==> src/core/slcd_pkg.sv <==
package slcd_pkg;
	localparam logic [7:0] ADDR_CTRL = 8'h00;
	localparam logic [7:0] ADDR_CHARGE = 8'h04;
	localparam logic [7:0] ADDR_STATUS = 8'h08;
	localparam logic [7:0] ADDR_RAM0 = 8'h10;
	localparam int NCOM = 4;
	localparam logic [1:0] RESP_OKAY = 2'h0;
	localparam logic [1:0] RESP_SLVERR = 2'h2;
	localparam logic [3:0] CDS_ALWAYS = 4'h0;
	localparam logic [3:0] CDS_NEVER = 4'h7;
	localparam int CDS_TOP = 3;
	localparam int CDS_SEL32 = 2;
	localparam int CKS_SYS = 3;
	localparam int SGS_GROUP_SHIFT = 2;

	typedef enum logic [1:0] {
		DUTY_STATIC,
		DUTY_HALF,
		DUTY_THIRD,
		DUTY_QUARTER
	} slcd_duty_t;

	typedef enum logic [1:0] {
		LVL_GND,
		LVL_LOW_MID,
		LVL_HIGH_MID,
		LVL_FULL
	} slcd_level_t;

	typedef struct packed {
		logic display_active;
		logic segment_expansion_enable;
		logic drive_supply_switch;
		logic drive_supply_select;
		logic waveform_type_select;
		logic [3:0] frame_clock_select_field;
		logic [3:0] segment_select_field;
		slcd_duty_t duty_select;
	} slcd_cfg_t;

	localparam int CFG_W = $bits(slcd_cfg_t);
	localparam slcd_cfg_t CFG_RST = '0;
	localparam logic [3:0] CDS_RST = 4'h0;

	typedef struct packed {
		logic [1:0] slot;
		logic polarity;
		logic halted;
		logic divider_connect;
	} slcd_status_t;

	localparam int STATUS_W = $bits(slcd_status_t);
endpackage

==> src/core/slcd_level_map.sv <==
`timescale 1ns/10ps
module slcd_level_map (
	input wire slcd_pkg::slcd_duty_t duty_i,
	input wire logic is_seg_i,
	input wire logic data_i,
	input wire logic pol_i,
	output slcd_pkg::slcd_level_t level_o
);
	always_comb begin
		level_o = slcd_pkg::LVL_GND;
		if (is_seg_i) begin
			unique case (duty_i)
				slcd_pkg::DUTY_STATIC, slcd_pkg::DUTY_HALF: begin
					if (data_i) level_o = pol_i ? slcd_pkg::LVL_FULL : slcd_pkg::LVL_GND;
					else level_o = pol_i ? slcd_pkg::LVL_GND : slcd_pkg::LVL_FULL;
				end
				slcd_pkg::DUTY_THIRD, slcd_pkg::DUTY_QUARTER: begin
					if (data_i) level_o = pol_i ? slcd_pkg::LVL_FULL : slcd_pkg::LVL_GND;
					else level_o = pol_i ? slcd_pkg::LVL_LOW_MID : slcd_pkg::LVL_HIGH_MID;
				end
			endcase
		end else begin
			if (data_i) begin
				level_o = pol_i ? slcd_pkg::LVL_GND : slcd_pkg::LVL_FULL;
			end else if (duty_i == slcd_pkg::DUTY_HALF) begin
				// the two middle pins are tied together on the board in this mode
				level_o = slcd_pkg::LVL_LOW_MID;
			end else begin
				level_o = pol_i ? slcd_pkg::LVL_HIGH_MID : slcd_pkg::LVL_LOW_MID;
			end
		end
	end
endmodule

==> src/core/slcd_drive_ctrl.sv <==
`timescale 1ns/10ps
module slcd_drive_ctrl #(
	parameter int NSEG = 32
) (
	input wire logic CLOCK_I,
	input wire logic RST_B_I,
	input wire logic SUB_CLK_I,
	input wire logic SUB_CLOCK_ONLY_I,
	input wire logic AXI_AWVALID_I,
	output logic AXI_AWREADY_O,
	input wire logic [7:0] AXI_AWADDR_I,
	input wire logic [2:0] AXI_AWPROT_I,
	input wire logic AXI_WVALID_I,
	output logic AXI_WREADY_O,
	input wire logic [31:0] AXI_WDATA_I,
	input wire logic [3:0] AXI_WSTRB_I,
	output logic AXI_BVALID_O,
	input wire logic AXI_BREADY_I,
	output logic [1:0] AXI_BRESP_O,
	input wire logic AXI_ARVALID_I,
	output logic AXI_ARREADY_O,
	input wire logic [7:0] AXI_ARADDR_I,
	input wire logic [2:0] AXI_ARPROT_I,
	output logic AXI_RVALID_O,
	input wire logic AXI_RREADY_I,
	output logic [31:0] AXI_RDATA_O,
	output logic [1:0] AXI_RRESP_O,
	output slcd_pkg::slcd_level_t [slcd_pkg::NCOM-1:0] COM_LEVEL_O,
	output slcd_pkg::slcd_level_t [NSEG-1:0] SEG_LEVEL_O,
	output logic [NSEG-1:0] SEG_EN_O,
	output logic POLARITY_O,
	output logic DIVIDER_CONNECT_O,
	output logic STEPUP_EN_O,
	output logic DRIVE_SUPPLY_ON_O
);
	typedef enum logic [2:0] {
		SEL_CTRL,
		SEL_CHARGE,
		SEL_STATUS,
		SEL_RAM,
		SEL_NONE
	} slcd_sel_t;

	typedef struct packed {
		logic aw_have;
		logic [7:0] aw_addr;
		logic w_have;
		logic [31:0] w_data;
		logic [3:0] w_strb;
		logic bvalid;
		logic [1:0] bresp;
		logic rvalid;
		logic [31:0] rdata;
		logic [1:0] rresp;
		slcd_pkg::slcd_cfg_t cfg;
		logic [3:0] cds;
		slcd_pkg::slcd_duty_t sh_duty;
		logic [3:0] sh_sgs;
		logic sh_wave;
		logic sh_sgx;
		logic [slcd_pkg::NCOM-1:0][31:0] ram;
		logic sub_s1;
		logic sub_s2;
		logic sub_s3;
		logic only_s1;
		logic only_s2;
		logic [1:0] sub_div;
		logic [7:0] sys_div;
		logic [4:0] phase;
		logic [1:0] slot;
		logic pol;
		logic halted;
		logic live;
		slcd_pkg::slcd_duty_t lvl_duty;
		logic connect;
		logic stepup;
		logic supply_on;
		slcd_pkg::slcd_level_t [slcd_pkg::NCOM-1:0] com_lvl;
		slcd_pkg::slcd_level_t [NSEG-1:0] seg_lvl;
		logic [NSEG-1:0] seg_en;
	} slcd_state_t;

	slcd_state_t s_reg;
	slcd_state_t s_next;
	logic [slcd_pkg::NCOM-1:0] com_data;
	logic [NSEG-1:0] seg_data;
	slcd_pkg::slcd_level_t [slcd_pkg::NCOM-1:0] com_map;
	slcd_pkg::slcd_level_t [NSEG-1:0] seg_map;
	logic tick;
	logic halt;
	logic frame_end;
	logic boundary;

	function automatic slcd_sel_t reg_sel(input logic [7:0] addr);
		if (addr == slcd_pkg::ADDR_CTRL) return SEL_CTRL;
		if (addr == slcd_pkg::ADDR_CHARGE) return SEL_CHARGE;
		if (addr == slcd_pkg::ADDR_STATUS) return SEL_STATUS;
		if (addr[7:4] == slcd_pkg::ADDR_RAM0[7:4] && addr[1:0] == 2'h0) return SEL_RAM;
		return SEL_NONE;
	endfunction

	function automatic logic [31:0] merge(input logic [31:0] old, input logic [31:0] wd,
			input logic [3:0] strb);
		logic [31:0] r;
		r = old;
		for (int b = 0; b < 4; b++) begin
			if (strb[b]) r[8*b +: 8] = wd[8*b +: 8];
		end
		return r;
	endfunction

	function automatic logic [7:0] div_mask(input logic [2:0] k);
		logic [8:0] m;
		m = (9'h002 << k) - 9'h001;
		return m[7:0];
	endfunction

	// charge pulse: connected share of a 32-step cycle
	function automatic logic charge_on(input logic [3:0] cds, input logic [4:0] ph);
		if (cds[slcd_pkg::CDS_TOP]) begin
			if (cds[slcd_pkg::CDS_SEL32]) return ph == 5'h00;
			return ph[4:1] == 4'h0;
		end
		if (cds == slcd_pkg::CDS_ALWAYS) return 1'b1;
		if (cds == slcd_pkg::CDS_NEVER) return 1'b0;
		return {1'b0, ph[4:2]} < cds;
	endfunction

	assign AXI_AWREADY_O = !s_reg.aw_have && !s_reg.bvalid;
	assign AXI_WREADY_O = !s_reg.w_have && !s_reg.bvalid;
	assign AXI_ARREADY_O = !s_reg.rvalid;
	assign AXI_BVALID_O = s_reg.bvalid;
	assign AXI_BRESP_O = s_reg.bresp;
	assign AXI_RVALID_O = s_reg.rvalid;
	assign AXI_RDATA_O = s_reg.rdata;
	assign AXI_RRESP_O = s_reg.rresp;
	assign COM_LEVEL_O = s_reg.com_lvl;
	assign SEG_LEVEL_O = s_reg.seg_lvl;
	assign SEG_EN_O = s_reg.seg_en;
	assign POLARITY_O = s_reg.pol;
	assign DIVIDER_CONNECT_O = s_reg.connect;
	assign STEPUP_EN_O = s_reg.stepup;
	assign DRIVE_SUPPLY_ON_O = s_reg.supply_on;

	// a system-clock option stops with the main oscillator, so halt rather than leave DC
	assign halt = !s_reg.cfg.display_active ||
		(s_reg.only_s2 && s_reg.cfg.frame_clock_select_field[slcd_pkg::CKS_SYS]);

	always_comb begin
		logic sub_tick;
		logic sys_tick;
		logic [3:0] cks;
		sub_tick = 1'b0;
		sys_tick = 1'b0;
		cks = s_reg.cfg.frame_clock_select_field;
		if (s_reg.sub_s2 && !s_reg.sub_s3) begin
			if (cks[1]) sub_tick = s_reg.sub_div == 2'h3;
			else if (cks[0]) sub_tick = s_reg.sub_div[0];
			else sub_tick = 1'b1;
		end
		sys_tick = (s_reg.sys_div & div_mask(cks[2:0])) == div_mask(cks[2:0]);
		tick = !halt && (cks[slcd_pkg::CKS_SYS] ? sys_tick : sub_tick);
	end

	// A waveform flips polarity every tick and steps the common every two ticks
	assign frame_end = s_reg.slot == 2'(s_reg.sh_duty) && (s_reg.sh_wave || s_reg.pol);
	assign boundary = halt || (tick && frame_end);

	always_comb begin
		for (int c = 0; c < slcd_pkg::NCOM; c++) begin
			com_data[c] = (s_reg.sh_duty == slcd_pkg::DUTY_STATIC) || (2'(c) == s_reg.slot);
		end
		for (int i = 0; i < NSEG; i++) begin
			// expansion reads the RAM word from the far end, as the serial stream leaves it
			seg_data[i] = s_reg.ram[s_reg.slot][s_reg.sh_sgx ? NSEG-1-i : i];
		end
	end

	generate
		for (genvar c = 0; c < slcd_pkg::NCOM; c++) begin : g_com
			slcd_level_map u_com (
				.duty_i(s_reg.sh_duty),
				.is_seg_i(1'b0),
				.data_i(com_data[c]),
				.pol_i(s_reg.pol),
				.level_o(com_map[c])
			);
		end
		for (genvar i = 0; i < NSEG; i++) begin : g_seg
			slcd_level_map u_seg (
				.duty_i(s_reg.sh_duty),
				.is_seg_i(1'b1),
				.data_i(seg_data[i]),
				.pol_i(s_reg.pol),
				.level_o(seg_map[i])
			);
		end
	endgenerate

	always_comb begin
		logic [31:0] wr;
		logic [31:0] rd;
		wr = '0;
		rd = '0;
		s_next = s_reg;
		s_next.sub_s1 = SUB_CLK_I;
		s_next.sub_s2 = s_reg.sub_s1;
		s_next.sub_s3 = s_reg.sub_s2;
		s_next.only_s1 = SUB_CLOCK_ONLY_I;
		s_next.only_s2 = s_reg.only_s1;
		if (s_reg.sub_s2 && !s_reg.sub_s3) s_next.sub_div = s_reg.sub_div + 2'h1;
		s_next.sys_div = s_reg.sys_div + 8'h01;

		if (AXI_AWVALID_I && AXI_AWREADY_O) begin
			s_next.aw_have = 1'b1;
			s_next.aw_addr = AXI_AWADDR_I;
		end
		if (AXI_WVALID_I && AXI_WREADY_O) begin
			s_next.w_have = 1'b1;
			s_next.w_data = AXI_WDATA_I;
			s_next.w_strb = AXI_WSTRB_I;
		end
		if (s_reg.aw_have && s_reg.w_have) begin
			s_next.aw_have = 1'b0;
			s_next.w_have = 1'b0;
			s_next.bvalid = 1'b1;
			s_next.bresp = slcd_pkg::RESP_OKAY;
			unique case (reg_sel(s_reg.aw_addr))
				SEL_CTRL: begin
					wr = merge(32'(s_reg.cfg), s_reg.w_data, s_reg.w_strb);
					s_next.cfg = slcd_pkg::slcd_cfg_t'(wr[slcd_pkg::CFG_W-1:0]);
				end
				SEL_CHARGE: begin
					wr = merge(32'(s_reg.cds), s_reg.w_data, s_reg.w_strb);
					s_next.cds = wr[3:0];
				end
				SEL_RAM: begin
					s_next.ram[s_reg.aw_addr[3:2]] = merge(s_reg.ram[s_reg.aw_addr[3:2]],
						s_reg.w_data, s_reg.w_strb);
				end
				SEL_STATUS: ;
				SEL_NONE: s_next.bresp = slcd_pkg::RESP_SLVERR;
			endcase
		end
		if (s_reg.bvalid && AXI_BREADY_I) s_next.bvalid = 1'b0;

		if (AXI_ARVALID_I && AXI_ARREADY_O) begin
			s_next.rvalid = 1'b1;
			s_next.rresp = slcd_pkg::RESP_OKAY;
			unique case (reg_sel(AXI_ARADDR_I))
				SEL_CTRL: rd = 32'(s_reg.cfg);
				SEL_CHARGE: rd = 32'(s_reg.cds);
				SEL_STATUS: rd = 32'({s_reg.slot, s_reg.pol, s_reg.halted, s_reg.connect});
				SEL_RAM: rd = s_reg.ram[AXI_ARADDR_I[3:2]];
				SEL_NONE: s_next.rresp = slcd_pkg::RESP_SLVERR;
			endcase
			s_next.rdata = rd;
		end else if (s_reg.rvalid && AXI_RREADY_I) begin
			s_next.rvalid = 1'b0;
		end

		s_next.stepup = s_reg.cfg.drive_supply_select;
		s_next.supply_on = s_reg.cfg.drive_supply_switch;
		s_next.phase = s_reg.phase + 5'h01;
		// the panel keeps being driven in both halves; only the divider is switched
		s_next.connect = charge_on(s_reg.cds, s_reg.phase);
		s_next.halted = halt;

		if (boundary) begin
			s_next.sh_duty = s_reg.cfg.duty_select;
			s_next.sh_sgs = s_reg.cfg.segment_select_field;
			s_next.sh_wave = s_reg.cfg.waveform_type_select;
			s_next.sh_sgx = s_reg.cfg.segment_expansion_enable;
		end

		if (halt) begin
			s_next.slot = 2'h0;
			s_next.pol = 1'b0;
			s_next.live = 1'b0;
			s_next.com_lvl = '{default: slcd_pkg::LVL_GND};
			s_next.seg_lvl = '{default: slcd_pkg::LVL_GND};
			s_next.seg_en = '0;
		end else if (tick) begin
			s_next.live = 1'b1;
			s_next.lvl_duty = s_reg.sh_duty;
			s_next.com_lvl = com_map;
			for (int i = 0; i < NSEG; i++) begin
				s_next.seg_en[i] = (i >> slcd_pkg::SGS_GROUP_SHIFT) <= int'(s_reg.sh_sgs);
				s_next.seg_lvl[i] = s_next.seg_en[i] ? seg_map[i] : slcd_pkg::LVL_GND;
			end
			if (s_reg.sh_wave) begin
				if (frame_end) begin
					s_next.slot = 2'h0;
					s_next.pol = !s_reg.pol;
				end else begin
					s_next.slot = s_reg.slot + 2'h1;
				end
			end else begin
				s_next.pol = !s_reg.pol;
				if (s_reg.pol) s_next.slot = frame_end ? 2'h0 : s_reg.slot + 2'h1;
			end
		end
	end

	always_ff @(posedge CLOCK_I or negedge RST_B_I) begin
		if (!RST_B_I) begin
			s_reg <= '0;
			s_reg.cfg <= slcd_pkg::CFG_RST;
			s_reg.cds <= slcd_pkg::CDS_RST;
			s_reg.connect <= 1'b0;
		end else begin
			s_reg <= s_next;
		end
	end
endmodule

==> config.mk <==
export PLATFORM = sky130hd
export DESIGN_NAME = slcd_drive_ctrl
export DESIGN_NICKNAME = d
export VERILOG_FILES = /design/src/core/slcd_pkg.sv /design/src/core/slcd_level_map.sv /design/src/core/slcd_drive_ctrl.sv
export SDC_FILE = /design/constraint.sdc
export NUM_CORES = 1
export LEC_CHECK = 0
export BUFFER_PORTS_ARGS = -buffer_cell sky130_fd_sc_hd__buf_2
export CAP_MARGIN = 20
export CORE_MARGIN = 2
export CORE_UTILIZATION = 40
export DETAILED_ROUTE_END_ITERATION = 12
export GPL_ROUTABILITY_DRIVEN = 0
export SETUP_SLACK_MARGIN = 0.02
export SYNTH_ARGS = -nofsm -noshare
export SYNTH_HDL_FRONTEND = slang
export SYNTH_SLANG_ARGS = --single-unit
==> constraint.sdc <==
create_clock -name CLOCK_I -period 2.8 [get_ports CLOCK_I]
set_input_delay 0.28 -clock CLOCK_I [delete_from_list [all_inputs] [get_ports CLOCK_I]]
set_output_delay 0.28 -clock CLOCK_I [all_outputs]
set_load 0.005 [all_outputs]
Word level (Yosys, flattened, before mapping)
Cells that the tools add are included.

cells by class
  add/subtract/negate cells = 5
  $lt $le $gt $ge = 44
  equality and inequality tests = 24
  shift-type cells = 1
  muxes and demuxes = 367
  bitwise logic cells = 1
  reductions and logical operators = 56

operators with widths
  kind                number
  $mux 2              105
  $mux 104            2
  $bmux 32 s2         3
  $lt 5x6->1 const B  32
  $bmux 1 s5          32
  $mux 5              32
  $bwmux 128          1
  $mux 32             4
  $pmux 2 s2          32
  $pmux 32 s4         1
  $mux 1              118
  $mux 8              12
  $mux 3              22
  $demux 32 s2        1
  $mux 37             1
  $eq 8x3->1 const B  2
  $eq 8x4->1 const B  2
  $le 3x4->1 const A  4
  $logic_and 1x1->1   16
  $logic_not 8->1     2
  $reduce_bool 2->1   5
  $eq 3x2->1 const B  3
  $lt 2x3->1 const B  3
  $mux 9              1
  other kinds (31)    62

storage, ports and cells
  flip-flop bits (word level) = 370
  word-level logic and storage cells = 577

Longest topological paths before layout
Gate-level depths: netlist of run 1.

  depth after elaboration = 21
  gate-level depth with buffers = 13
  mapped depth without buffers = 9

Cells and area by module
From an unflattened synthesis of run 1, not the netlist that was laid out.

second synthesis, totals
  cell total of the unflattened synthesis = 1905
  area, all modules = 19473.7 um^2

modules (own cells, without submodules)
  module           instances  cells an instance  area each (um^2)  seq. area each (um^2)
  slcd_drive_ctrl  1          1581               17491.8           8608.3
  slcd_level_map   36         9                  55.1              0.0

Least setup slack after synthesis of run 1
No wires, ideal clock.

  kind = reg-to-reg
  start = register s_reg[282] (netlist name)
  end = register s_reg[262] (netlist name)
  arrival time = 2.447 ns
  slack = 0.228 ns
  stages on the path, launching flop included = 12
  clock period less this slack = 2.572 ns
  cells stage by stage = dfrtp_1 buf_2 nor2_1 nand2_1 ha_1 or3b_2 a31oi_1 a2111o_1 o21a_1 buf_2 a21oi_4 mux2_2

between the ends
  longest elaborated chain between the ends = 8

RTL lines
  item                      RTL line                text
  start: declaration        slcd_drive_ctrl.sv:83   slcd_state_t s_reg;
  start signal: assignment  slcd_drive_ctrl.sv:312  s_reg <= s_next;
  $shl 2x3->8 *             slcd_drive_ctrl.sv:114  m = (9'h002 << k) - 9'h001;
  $sub 8x1->8 *             slcd_drive_ctrl.sv:114
  $and 8x8->8               slcd_drive_ctrl.sv:161  sys_tick = (s_reg.sys_div & div_mask(cks[2:0])) == div_mask(cks[2:0]);
  $eq 8x8->1 *              slcd_drive_ctrl.sv:161
  $mux 1 *                  slcd_drive_ctrl.sv:162  tick = !halt && (cks[slcd_pkg::CKS_SYS] ? sys_tick : sub_tick);
  $logic_and 1x1->1 *       slcd_drive_ctrl.sv:162
  $logic_and 1x1->1 *       slcd_drive_ctrl.sv:167  assign boundary = halt || (tick && frame_end);
  $logic_or 1x1->1 *        slcd_drive_ctrl.sv:167

Mark *: on every way between the ends. The rest lies on a longest branch, timed or not.
A chain may end at the register's enable or synchronous reset.

Worst setup path in the final report of run 1
Ends and elaborated chain as after synthesis.

==> results.txt, run 1 <==
The run finished with clean final reports. The setup path with the least slack is of type flop to flop. Across every metal layer, demand over resource in global routing totals 22.4%.

The proportion of power drawn by flip-flops and latches came out at 43.2%. The antenna cell count came out at 0. The initial standard-cell utilization of the core came out at 40.3%. The routed length on met3 is 3.53 mm.

The final-report max-slew violation count is 0. The initial antenna violation count is 0. The final HPWL from detailed placement is 36.9 mm. The combinational cell fraction of total power is 25.5%. The share of synthesized area occupied by flip-flops and latches is 45.1%.

The detailed router put a total of 24.5 mm of wire on met1. In the post-synthesis netlist, the cell with the most instances is sky130_fd_sc_hd__dfrtp_1. Once layout is done, the placed cells without fillers occupy 21,900 um^2. The top fanout value on the critical path came out at 8.

The worst hold path was traced through 2 stages. The pin count of the biggest net entering global routing came out at 84. The number of cell instances on the worst register-to-register path came out at 9. The floorplan step defined a die boundary enclosing 49,400 um^2. By area the synthesized netlist is led by sky130_fd_sc_hd__dfrtp_1 45%, sky130_fd_sc_hd__mux2i_1 9.0%, sky130_fd_sc_hd__mux4_2 7.6%. Summing the areas of all fa, ha and maj instances in the mapped netlist gives 0.722% of the synthesized area.

The number of placement rows came out at 80. The share of the synthesized area in compound gates (AO/OA/AOI/OAI) is 10.5%. The area added between synthesis and finish came out at 14.6%. The multiplexer area fraction after synthesis came out at 21.7%.

The floorplan step set the die width to 222 um. STA puts the critical path data required time at 3.26 ns. Dividing the synthesized area by the synthesized cell count gives 10.6 um^2.

The violation count after the first detailed-routing iteration came out at 1,155. The xor-xnor portion of the synthesized cell area is 2.20%. The total global routing overflow is 0. The final total negative setup slack is 0 ns. Derived from the worst setup path, the maximum achievable clock frequency is 380 MHz.

The share of the clock period used by the worst path after layout came out at 93.9%. After technology mapping, the gate count stands at 1,803. The worst setup path is captured at a flop. The clock-pin slew on the worst setup and hold paths came out at 0.06 ns.

The detailed-routing iteration count for the pre-antenna-repair pass came out at 5. The most used flip-flop cell after synthesis is sky130_fd_sc_hd__dfrtp_1. The final setup skew is 0.0244 ns.

The register with the most flip-flops in the layout has 219 of them. The internal power summed over all cells is 0.0112 W. Counting every sink on the clock net gives 344. The start of the worst register-to-register path is s_reg[282]. After detailed routing, the number of vias per cell comes to 5.64. In the final routed layout, each cell accounts on average for 21.6 um. By area, the combinational part of the netlist is dominated by multiplexers. The analysis attributes to cell leakage a power of 9.79 nW. The post-layout net count came out at 1,975.

TritonCTS built the clock tree. Fill cells in the final layout number 4,431. At the later pin of the worst-skew pair, clock insertion delay measures 0.57 ns.

Gates resized during post-CTS repair numbered 0. The async set or reset register ratio after synthesis came out at 100%. The share of post-route cells with drive strength above 1 is 26.2%.

The maximum buffer depth of the clock tree is 3. The placed instances occupy a cell area of 20,000 um^2. The startpoint type of the worst setup path is a flop. The number of register bits inferred by synthesis came out at 344.

The count of buffers added on input and output ports is 207. The type of the most critical hold path is primary input to flop. The wire length of the first global-routing pass is 86.1 mm. The final count of hold timing violations is 0. The count of flip-flops with a built-in enable after synthesis came out at 0.

Setup repair after global routing could not meet its margin everywhere. For the pin with the worst max-slew slack, the measured transition is 0.803 ns. The worst setup path endpoint is s_reg[262]. The simple-gate portion of the synthesized area came out at 10.5%. The final cell utilization of the core came out at 46.2%. Counting instances in the post-synthesis netlist gives the leading cell types as 344 x sky130_fd_sc_hd__dfrtp_1, 172 x sky130_fd_sc_hd__mux2i_1, 164 x sky130_fd_sc_hd__nand2_1. The most critical setup path has its startpoint at s_reg[282]. The switching fraction of total power is 33.4%.

The CTS buffer count came out at 40. The reported max-cap violation count came out at 0. The worst-case headroom to the max-slew limit came out at 46.5%. The clock share of power came out at 31.3%.

The DRC violation count after routing is 0. The endpoint identified for the worst register-to-register timing path is s_reg[262]. The via count of the first global-routing pass came out at 14,300.

Clock tree synthesis selected as its root buffer the cell sky130_fd_sc_hd__clkbuf_16. The count of synthesis-stage warnings from yosys came out at 0. The worst endpoint data arrival time is 3.09 ns.

In this run the post-CTS setup repair buffer count came out at 0. The final wirelength came out at 54.8 mm. The boundary pin count came out at 216. The height of the die is 222 um. The vias after detailed routing came out at 14,300.

The highest metal layer with signal wires is met4. The worst hold path begins at AXI_WDATA_I[7]. The number of library cell types mapped by synthesis came out at 62. The number of endpoints failing setup at the final stage is 0.

The slack of the worst reg-to-reg path came out at 0.17 ns. Counting I/O delays and the setup requirement, the final critical path takes 2.63 ns. In this run the remaining antenna-violating nets after routing total 0.

The post-synth design cell area came out at 19,100 um^2. The synthesized design spends more area on one cell type than any other, namely sky130_fd_sc_hd__dfrtp_1. The net switching power of the design is 0.00563 W. The H-tree was split into 2 levels.

Across the VDD grid, the largest voltage drop is 0.739 mV. The power per standard cell area came out at 772 nW/um^2. In the detailed route, the total length drawn on met2 is 25.3 mm. The top cell type by area accounts for 45.1% of the synthesized area. The area of the core region came out at 47,300 um^2.
==> power groups by stage <==
stage                     combinational (W)  sequential, W  clock, W
after floorplan                     0.00339        0.00662         0
after global placement              0.00414        0.00725         0
after detailed placement            0.00424        0.00734         0
after CTS                           0.00433        0.00725   0.00542
after global routing                0.00474        0.00741   0.00560
final                               0.00431        0.00728   0.00528
==> area by class of cell <==
type	count	area [um^2]	area share [%]
multi-input cells	1158	8740	40.0
flip-flops and latches	344	8610	39.4
repair buffers	322	2290	10.5
clock buffers	59	1200	5.51
well taps	615	769	3.52
clock inverters	10	124	0.567
inverters	31	116	0.532
==> stage by stage <==
step                hold slack (ns)  setup WS, ns  cells  power (W)
floorplan                   -0.0156         0.228   1804     0.0100
finish                       0.0495         0.170   2539     0.0169
CTS                          0.0300         0.160   2539     0.0170
detailed placement            0.338         0.172   2422     0.0116
global placement              0.337         0.191   2422     0.0114
global route                 0.0450        0.0170   2539     0.0177
==> critical path: stages (launching register included) <==
cell and delay [ns]:
sky130_fd_sc_hd__dfrtp_1 0.38, sky130_fd_sc_hd__nor2_1 0.19, sky130_fd_sc_hd__nand2_1 0.09, sky130_fd_sc_hd__ha_1 0.27, sky130_fd_sc_hd__or3b_2 0.22, sky130_fd_sc_hd__a31oi_1 0.07, sky130_fd_sc_hd__a2111o_1 0.35, sky130_fd_sc_hd__o21a_2 0.28
sky130_fd_sc_hd__a21oi_4 0.29, sky130_fd_sc_hd__mux2_2 0.38
==> kinds of logic (layout without fill, tap and decap cells) <==
logic type	Yosys count	in the layout
AND/OR/NAND/NOR	443	443
flip-flops	344	344
AO/OA/AOI/OAI	332	332
multiplexers	322	322
buffers and inverters	302	422
XOR/XNOR	48	48
adder cells (fa/ha/maj)	11	11
other	1	2
==> per-layer routing <==
layer / vias to the layer above / GRT usage (%)
met4: 0 / 6.82
met5: - / 0
li1: 6501 / -
met1: 7221 / 31.6
met3: 86 / 3.99
met2: 500 / 35.2
==> cell usage in the layout (no fill, tap or decap), types with 22 or more instances in the layout <==
cell / Yosys / final
sky130_fd_sc_hd__mux2_2: 85 / 85
sky130_fd_sc_hd__nor2_1: 130 / 129
sky130_fd_sc_hd__a21oi_1: 133 / 133
sky130_fd_sc_hd__nand2_1: 164 / 164
sky130_fd_sc_hd__inv_1: 31 / 31
sky130_fd_sc_hd__o21ai_1: 30 / 29
sky130_fd_sc_hd__mux4_2: 64 / 64
sky130_fd_sc_hd__dlygate4sd3_1: 0 / 48
sky130_fd_sc_hd__a221oi_1: 22 / 22
sky130_fd_sc_hd__buf_2: 52 / 206
sky130_fd_sc_hd__clkbuf_16: 0 / 42
sky130_fd_sc_hd__o21ai_0: 63 / 63
sky130_fd_sc_hd__buf_4: 147 / 46
sky130_fd_sc_hd__nand3_1: 79 / 79
sky130_fd_sc_hd__dfrtp_1: 344 / 341
sky130_fd_sc_hd__mux2i_1: 172 / 172
sky130_fd_sc_hd__xnor2_1: 45 / 45
==> how the worst min path moves through the flow <==
stage	slack [ns]	to
global route	0.05	s_reg[338]
global placement	0.34	SEG_EN_O[3]
CTS	0.03	s_reg[338]
detailed placement	0.34	s_reg[129]
floorplan	-0.02	AXI_BRESP_O[1]
finish	0.05	s_reg[338]
==> what timing repair did <==
action	CTS	global route
hold buffers	48	0
endpoints found under the hold margin	122	0
setup endpoints to repair	0	5
Note: power is estimated with default switching activity, not from simulation.
==> run 2: changes to the inputs <==
--- a/config.mk
+++ b/config.mk
@@ -7,10 +7,11 @@
 export LEC_CHECK = 0
 export BUFFER_PORTS_ARGS = -buffer_cell sky130_fd_sc_hd__buf_2
 export CAP_MARGIN = 20
-export CORE_MARGIN = 2
-export CORE_UTILIZATION = 40
+export CORE_MARGIN = 8
+export CORE_UTILIZATION = 61
 export DETAILED_ROUTE_END_ITERATION = 12
 export GPL_ROUTABILITY_DRIVEN = 0
+export PLACE_DENSITY = 0.83
 export SETUP_SLACK_MARGIN = 0.02
 export SYNTH_ARGS = -nofsm -noshare
 export SYNTH_HDL_FRONTEND = slang
==> constraint.sdc (replaced) <==
create_clock -name CLOCK_I -period 3.4 [get_ports CLOCK_I]
set_input_delay 0.34 -clock CLOCK_I [delete_from_list [all_inputs] [get_ports CLOCK_I]]
set_output_delay 0.34 -clock CLOCK_I [all_outputs]
set_load 0.005 [all_outputs]
==> run 2 against run 1 <==
Net effect:
- combinational power fell by 23%
- total power fell by 21%
- die area fell by 25%
- clock skew fell by 0.0089 ns
- clock power fell by 26%
- sequential power fell by 16%
- via count rose by 1.4%
- global-route usage rose by 5.1 points
- first-iteration DRC count rose by 48%
- cell area fell by 5.4%
- sequential share of layout area rose by 2.3 points
- utilization rose by 21 points
- critical path type unchanged
==> results.txt, run 2 (same netlist as run 1, synthesis figures left out) <==
The final setup skew is 0.0155 ns (-0.00890 ns). The power per standard cell area is 647 nW/um^2 (-16%). The slack of the worst reg-to-reg path is 0.43 ns (+0.26 ns). The maximum buffer depth of the clock tree is 3 (unchanged). The vias after detailed routing is 14,500 (+1.4%).

The post-route non-filler standard cell count is 2,238 (-12%). The DRC violation count after routing is 0 (unchanged). The final HPWL from detailed placement is 35.4 mm (-3.9%). The initial standard-cell utilization of the core is 62.2% (+22 points). The antenna cell count is 0 (unchanged). The slew at the pin with the worst max-slew slack is 1.01 ns (+0.208 ns). The count of buffers from port buffering is 207 (unchanged). The buffering stage count on the worst path with inverters included came to 1 (+1). The number of nets with antenna violations after detailed routing was 0 (unchanged). The met3 demand-to-capacity share in global routing was 7.26% (+3.3 points). The die outline area is 37,200 um^2 (-25%).

The endpoint of the worst-slack reg-to-reg timing path is SEG_LEVEL_O[38]. The final count of hold timing violations came out at 0 (unchanged). The final cell utilization of the core was 67.4% (+21 points).

The clock latency on the worst-skew pair is 0.52 ns (-0.05 ns). The die outline width came out at 193 um (-13%). The final wirelength is 51.6 mm (-5.9%).

The wire length of the first global-routing pass is 80.7 mm (-6.2%). STA classifies the critical path startpoint as a flop. The number of placement rows is 64 (-20%). The root cell of the clock tree is sky130_fd_sc_hd__clkbuf_16. The min-delay analysis places its worst path in the category primary input to flop.

On the critical path the largest part of the delay comes from simple AND/OR/NAND/NOR gates. The critical path data required time came out at 3.80 ns (+0.54 ns). The top fanout value on the critical path came out at 38 (+30). The met2 routing resource usage after global routing is 43.0% (+7.8 points). The average wire per standard cell is 23.0 um (+6.7%). The CTS buffer count is 36 (-10%). met2 is the most crowded layer. The worst-case headroom to the max-slew limit came out at 32.6% (-14 points). The worst-case vdd ir drop came out at 0.376 mV (-49%). The final worst slack came out at 0.427 ns (+0.257 ns). The flip-flop count of the largest register, all copies and words added is 219 (unchanged). The most critical setup path has its startpoint at s_reg[282]. In the layout the commonest cells are 341 x sky130_fd_sc_hd__dfrtp_1, 206 x sky130_fd_sc_hd__buf_2, 172 x sky130_fd_sc_hd__mux2i_1. The number of fillers in the final layout came out at 2,199 (-50%).

The depth of the CTS H-tree is 2 (unchanged). The pin count of the biggest net entering global routing came to 109 (+30%). The number of endpoints failing setup at the final stage came out at 0 (unchanged). Compared with the post-synthesis result, the final layout area differs by 8.44%.

The area of the core region came to 30,700 um^2 (-35%). The number of sinks handled by clock tree synthesis is 344 (unchanged). The final total negative setup slack is 0 ns (unchanged). The total stage count of the critical path was 10 (+1). Walking the worst path, the cells encountered are nor2_1 > nand2_1 > ha_1 > or4bb_1 > a31oi_1 > a2111o_1 > o21a_2 > buf_4 > nand3_1 > o41ai_1. The via count of the first global-routing pass is 14,600 (+1.9%). The detailed-route vias per instance came out at 6.48 (+15%).

The worst endpoint data arrival time is 3.38 ns (+0.29 ns). The post-layout net count is 1,901 (-3.7%). The TritonCTS clock tree is done. The detailed-routing iteration count for the pre-antenna-repair pass is 7 (+2). The boundary pin count came out at 216 (unchanged). The leakage dissipation is 9.36 nW (-4.4%). The highest achievable clock rate is 336 MHz (-12%).

The violation count after the first detailed-routing iteration is 1,713 (+48%). The total global-route track usage is 27.5% (+5.1 points). The global routing usage on met1 came out at 35.1% (+3.5 points). The total global routing overflow came to 0 (unchanged).

The run finished with clean final reports. The endpoint kind of the worst setup timing path is a flop. The critical path's largest stage delay is 0.50 ns (+0.12 ns). The height of the die is 193 um (-13%). The final-report max-slew violation count came out at 0 (unchanged). The number of cell instances on the worst register-to-register path came out at 10 (+1). The share of the clock period used by the worst path after layout is 87.4% (-6.5 points). The initial antenna violation count came to 0 (unchanged).

The worst register-to-register path begins at s_reg[282]. Leaving out fill and tap cells, the most frequent cell in the layout is sky130_fd_sc_hd__dfrtp_1. The post-cts sizing count came out at 0 (unchanged).

The largest individual stage delay along the critical path comes from the cell sky130_fd_sc_hd__or4bb_1. In this run the worst setup path terminates at SEG_LEVEL_O[38]. The reported max-cap violation count came to 0 (unchanged). Setup repair after global routing left no endpoint under its margin. The clock-pin slew on the worst setup and hold paths is 0.06 ns (about the same). The total placed cells including tap cells is 2,176 (-10%).

The setup slack at placement came out at 0.459 ns (+0.288 ns). The worst setup path is of the flop to flop kind. The post-layout minimum cycle time came out at 2.97 ns (+0.343 ns). The share of post-route cells with drive strength above 1 came out at 25.6% (-0.68 points).
==> run 2: power breakdown <==
part | internal (W) | switching, W | total [W] | leakage, nW
registers | 0.00486 | 0.00126 | 0.00612 | 4.62
clock network | 0.00235 | 0.00158 | 0.00393 | 0.569
logic | 0.00169 | 0.00164 | 0.00333 | 4.17
==> run 2: how the worst min path moves through the flow <==
stage / from / endpoint / slack, ns / cells past startpoint
finish: AXI_RREADY_I / AXI_RVALID_O / 0.04 / 2
global route: AXI_WDATA_I[3] / s_reg[334] / 0.04 / 2
CTS: AXI_RREADY_I / AXI_RVALID_O / 0.03 / 2
floorplan: RST_B_I / AXI_BRESP_O[1] / 0.04 / 0
detailed placement: s_next[129] / s_reg[129] / 0.34 / 0
global placement: s_next[129] / s_reg[129] / 0.34 / 0
==> run 2: layout make-up <==
type	instances	area (um^2)	share of cell area, %
clock inverters	9	125	0.605
inverters	31	116	0.563
clock buffers	48	1040	5.02
multi-input cells	1158	8740	42.3
well taps	396	495	2.40
repair buffers	252	1550	7.50
flip-flops and latches	344	8610	41.7
==> run 2: worst register-to-register path: stages (launching register included) <==
cell and delay [ns]:
sky130_fd_sc_hd__dfrtp_1 0.49, sky130_fd_sc_hd__nor2_1 0.25, sky130_fd_sc_hd__nand2_1 0.10, sky130_fd_sc_hd__ha_1 0.28
sky130_fd_sc_hd__or4bb_1 0.50, sky130_fd_sc_hd__a31oi_1 0.14, sky130_fd_sc_hd__a2111o_1 0.17, sky130_fd_sc_hd__o21a_2 0.30
sky130_fd_sc_hd__buf_4 0.39, sky130_fd_sc_hd__nand3_1 0.14, sky130_fd_sc_hd__o41ai_1 0.10
==> run 2: repair_timing <==
item / in CTS / in global routing
setup endpoints to repair: 0 / 0
endpoints found under the hold margin: 106 / 0
hold buffers: 4 / 0
setup buffers: 0 / 0
==> run 2: per-layer routing <==
| metal | up-vias | wire (um) |
|---|---|---|
| li1 | 6325 | - |
| met1 | 7179 | 19800 |
| met2 | 821 | 23700 |
| met3 | 177 | 5460 |
| met4 | 0 | 2590 |
| met5 | - | 0 |
==> run 2: per-stage QoR <==
| step | power, W | hold slack [ns] | cell area, um^2 |
|---|---|---|---|
| 4_1_cts | 0.0133 | 0.0269 | 20600 |
| 2_1_floorplan | 0.00824 | 0.0444 | 19100 |
| 5_1_grt | 0.0140 | 0.0446 | 20700 |
| 3_3_place_gp | 0.00916 | 0.336 | 19400 |
| 3_5_place_dp | 0.00938 | 0.339 | 19400 |
| 6_report | 0.0134 | 0.0403 | 20700 |
==> run 3: changes to the inputs <==
--- a/config.mk
+++ b/config.mk
@@ -9,6 +9,7 @@
 export CAP_MARGIN = 20
 export CORE_MARGIN = 8
 export CORE_UTILIZATION = 61
+export CTS_BUF_LIST = sky130_fd_sc_hd__clkbuf_2 sky130_fd_sc_hd__clkbuf_4 sky130_fd_sc_hd__clkbuf_8
 export DETAILED_ROUTE_END_ITERATION = 12
 export GPL_ROUTABILITY_DRIVEN = 0
 export PLACE_DENSITY = 0.83
==> run 3 against run 2 <==
Net effect:
- via count increased by 1.6%
- maximum frequency is 2.4% lower
- critical endpoint unchanged
- clock skew is 0.0050 ns higher
- critical path type unchanged
- largest cell class unchanged
- sequential power barely moved
- worst setup slack got worse by 0.072 ns
- count of clock-buffer cells in the layout rose by 42
==> results.txt, run 3 (same netlist as run 1, synthesis figures left out) <==
The run finished with clean final reports. The total global routing overflow came out at 0 (unchanged). The number of cells on the worst hold path is 2 (unchanged). The startpoint of the worst hold path is AXI_WDATA_I[7].

The share of post-route cells with drive strength above 1 is 26.6% (+1.1 points). The min-delay analysis places its worst path in the category primary input to flop. The switching fraction of total power is 34.4% (+0.84 points). The total power after layout is 0.0132 W (-1.5%). The number of fillers in the final layout is 2,172 (-1.2%). The depth of the CTS H-tree was 2 (unchanged). The area added between synthesis and finish is 10.7%. The initial standard-cell utilization of the core is 62.2% (unchanged).

The post-layout net count came out at 1,964 (+3.3%). The die outline area is 37,200 um^2 (unchanged). The height of the die is 193 um (unchanged). The worst-case vdd ir drop is 0.365 mV (-3.1%). The worst register-to-register path ends at SEG_LEVEL_O[38].

The initial antenna violation count came out at 0 (unchanged). The power per standard cell area is 625 nW/um^2 (-3.5%). The vias after detailed routing is 14,700 (+1.6%). The CTS buffer count came to 55 (+53%). The DRC violation count after routing is 0 (unchanged). The path with the worst hold slack has its endpoint at s_reg[338].

The number of endpoints failing setup at the final stage came out at 0 (unchanged). The clock-pin slew on the worst setup and hold paths is 0.06 ns (about the same). The number of nets with antenna violations after detailed routing is 0 (unchanged). The final setup skew is 0.0205 ns (+0.00502 ns).

The flip-flop count of the largest register, all copies and words added is 219 (unchanged). The via count of the first global-routing pass came out at 14,800 (+1.7%). The total global-route track usage is 27.8% (+0.39 points). The total placed cells including tap cells came to 2,176 (unchanged). The critical path data required time is 3.88 ns (+0.08 ns). The critical path's largest stage delay came out at 0.53 ns (+0.03 ns). The endpoint kind of the worst setup timing path is a flop. The die outline width is 193 um (unchanged). The worst endpoint data arrival time came out at 3.52 ns (+0.14 ns).

TritonCTS built the clock tree. The global routing usage on met1 is 35.8% (+0.72 points). The internal power summed over all cells is 0.00865 W (-2.8%). The met3 demand-to-capacity share in global routing came to 6.98% (-0.29 points). The instance area at placement came out at 19,400 um^2 (unchanged).

The start of the worst register-to-register path is s_reg[282]. The average wire per standard cell is 22.5 um (-2.2%). The count of buffers from port buffering was 207 (unchanged).

The proportion of power drawn by flip-flops and latches is 46.5% (+0.8 points). The violation count after the first detailed-routing iteration came out at 1,730 (+0.99%). The detailed-routing iteration count for the pre-antenna-repair pass is 6 (-1).

The worst-case headroom to the max-slew limit came out at 32.6% (about the same). The met2 routing resource usage after global routing is 43.3% (+0.35 points). The highest achievable clock rate came out at 328 MHz (-2.4%).

The final count of hold timing violations is 0 (unchanged). The reported max-cap violation count is 0 (unchanged). The top fanout value on the critical path is 38 (unchanged).

The worst setup path is of the flop to flop kind. The area taken by flip-flops and latches is 8610 um^2 (unchanged). Traced cell by cell, the critical path runs through nor2_1 > nand2_1 > ha_1 > or4bb_1 > a31oi_1 > a2111o_1 > o21a_2 > buf_4 > nand3_1 > o41ai_1.

Leaving out fill and tap cells, the most frequent cell in the layout is sky130_fd_sc_hd__dfrtp_1. The number of cell instances on the worst register-to-register path was 10 (unchanged). The share of the clock period used by the worst path after layout is 89.6% (+2.1 points).

The post-route non-filler standard cell count came to 2,320 (+3.7%). The final HPWL from detailed placement is 35.4 mm (unchanged). The number of sinks handled by clock tree synthesis came out at 344 (unchanged). The critical-path cell with the highest stage delay is sky130_fd_sc_hd__or4bb_1. Setup repair after global routing left no endpoint under its margin. The number of placement rows is 64 (unchanged). The wire length of the first global-routing pass is 81.9 mm (+1.4%). The final cell area excluding filler cells is 21,100 um^2 (+2.1%). The maximum buffer depth of the clock tree came out at 3 (unchanged). The clock latency on the worst-skew pair came out at 0.60 ns (+0.08 ns).

The post-layout minimum cycle time came out at 3.04 ns (+0.0720 ns). The clock share of power is 27.9% (-1.5 points). The final wirelength was 52.3 mm (+1.4%).

The boundary pin count is 216 (unchanged). The multi-input combinational cell area came to 8740 um^2 (unchanged). The pin count of the biggest net entering global routing is 109 (unchanged). Leaving out fill and tap cells, the most frequent cells in the layout are 341 x sky130_fd_sc_hd__dfrtp_1, 206 x sky130_fd_sc_hd__buf_2, 172 x sky130_fd_sc_hd__mux2i_1. The final total negative setup slack came to 0 ns (unchanged). The final-report max-slew violation count came to 0 (unchanged).

The slew at the pin with the worst max-slew slack came to 1.01 ns (+0.000229 ns). The combinational cell fraction of total power came out at 25.6% (+0.7 points). The slack of the worst reg-to-reg path is 0.36 ns (-0.07 ns). In this run the most used layer during global routing was met2. The worst setup path is launched from a flop. The net switching power of the design came out at 0.00453 W (+0.96%). The leakage dissipation came to 9.59 nW (+2.4%).

The area of the core region came to 30,700 um^2 (unchanged). The detailed-route vias per instance came to 6.35 (-2.0%). Clock tree synthesis selected as its root buffer the cell sky130_fd_sc_hd__clkbuf_8.
## run 3: cell count changes in the layout (fill, tap and decap cells not counted)
cell                            delta
sky130_fd_sc_hd__clkbuf_8         +65
sky130_fd_sc_hd__clkinv_2          -2
sky130_fd_sc_hd__clkbuf_1          -4
sky130_fd_sc_hd__diode_2           +1
sky130_fd_sc_hd__clkinvlp_4        -1
sky130_fd_sc_hd__bufinv_16         -3
sky130_fd_sc_hd__clkbuf_4         +18
sky130_fd_sc_hd__dlygate4sd3_1    +44
sky130_fd_sc_hd__clkbuf_16        -37
sky130_fd_sc_hd__inv_6             +1
## run 3: worst max-delay path by stage
stage,from,to,slack (ns)
final,s_reg[282],SEG_LEVEL_O[38],0.36
after global routing,s_reg[282],SEG_LEVEL_O[38],0.12
after CTS,s_reg[282],SEG_LEVEL_O[32],0.39
after detailed placement,s_reg[282],SEG_LEVEL_O[36],0.46
after global placement,s_reg[282],SEG_LEVEL_O[36],0.63
after floorplan,s_reg[282],s_reg[262],0.83
## run 3: through the flow
step                      utilization (%)  worst slack, ns  hold WS (ns)
after floorplan                         -            0.828        0.0444
after global placement               63.4            0.632         0.336
after detailed placement             63.4            0.459         0.339
after CTS                            68.7            0.386       0.00526
after global routing                 68.8            0.118        0.0381
final                                68.8            0.355        0.0599
## run 3: area by class of cell
cell class              instances  share of cell area (%)
multi-input cells            1158                    41.4
flip-flops and latches        344                    40.8
repair buffers                296                    9.44
clock buffers                  90                    5.33
well taps                     396                    2.35
inverters                      31                   0.551
clock inverters                 4                   0.124
diodes                          1                  0.0119
## run 3: power by group through the flow
stage               Combinational, W  Sequential, W  Clock [W]
floorplan                    0.00279        0.00545          0
global placement             0.00313        0.00604          0
detailed placement           0.00326        0.00612          0
CTS                          0.00334        0.00605    0.00372
global route                 0.00368        0.00620    0.00393
finish                       0.00337        0.00613    0.00368
## run 3: worst max-delay path, delay by kind of cell, from the launching register on
family / cells / cell delay (ns)
adder cells (fa/ha/maj): 1 / 0.29
AO/OA/AOI/OAI: 4 / 0.72
flip-flops: 1 / 0.50
AND/OR/NAND/NOR: 4 / 1.02
buffers and inverters: 1 / 0.40
## run 3: repair_timing
action                    in CTS  in global routing
hold buffers                  47                  1
hold endpoints to repair     149                  1
setup buffers                  0                  0
gates resized for setup        0                  0
## run 3: routing by layer
layer	share of wire, %	up-vias
li1	-	6456
met1	39	7259
met2	46	839
met3	11	183
met4	5.0	0
met5	0	-
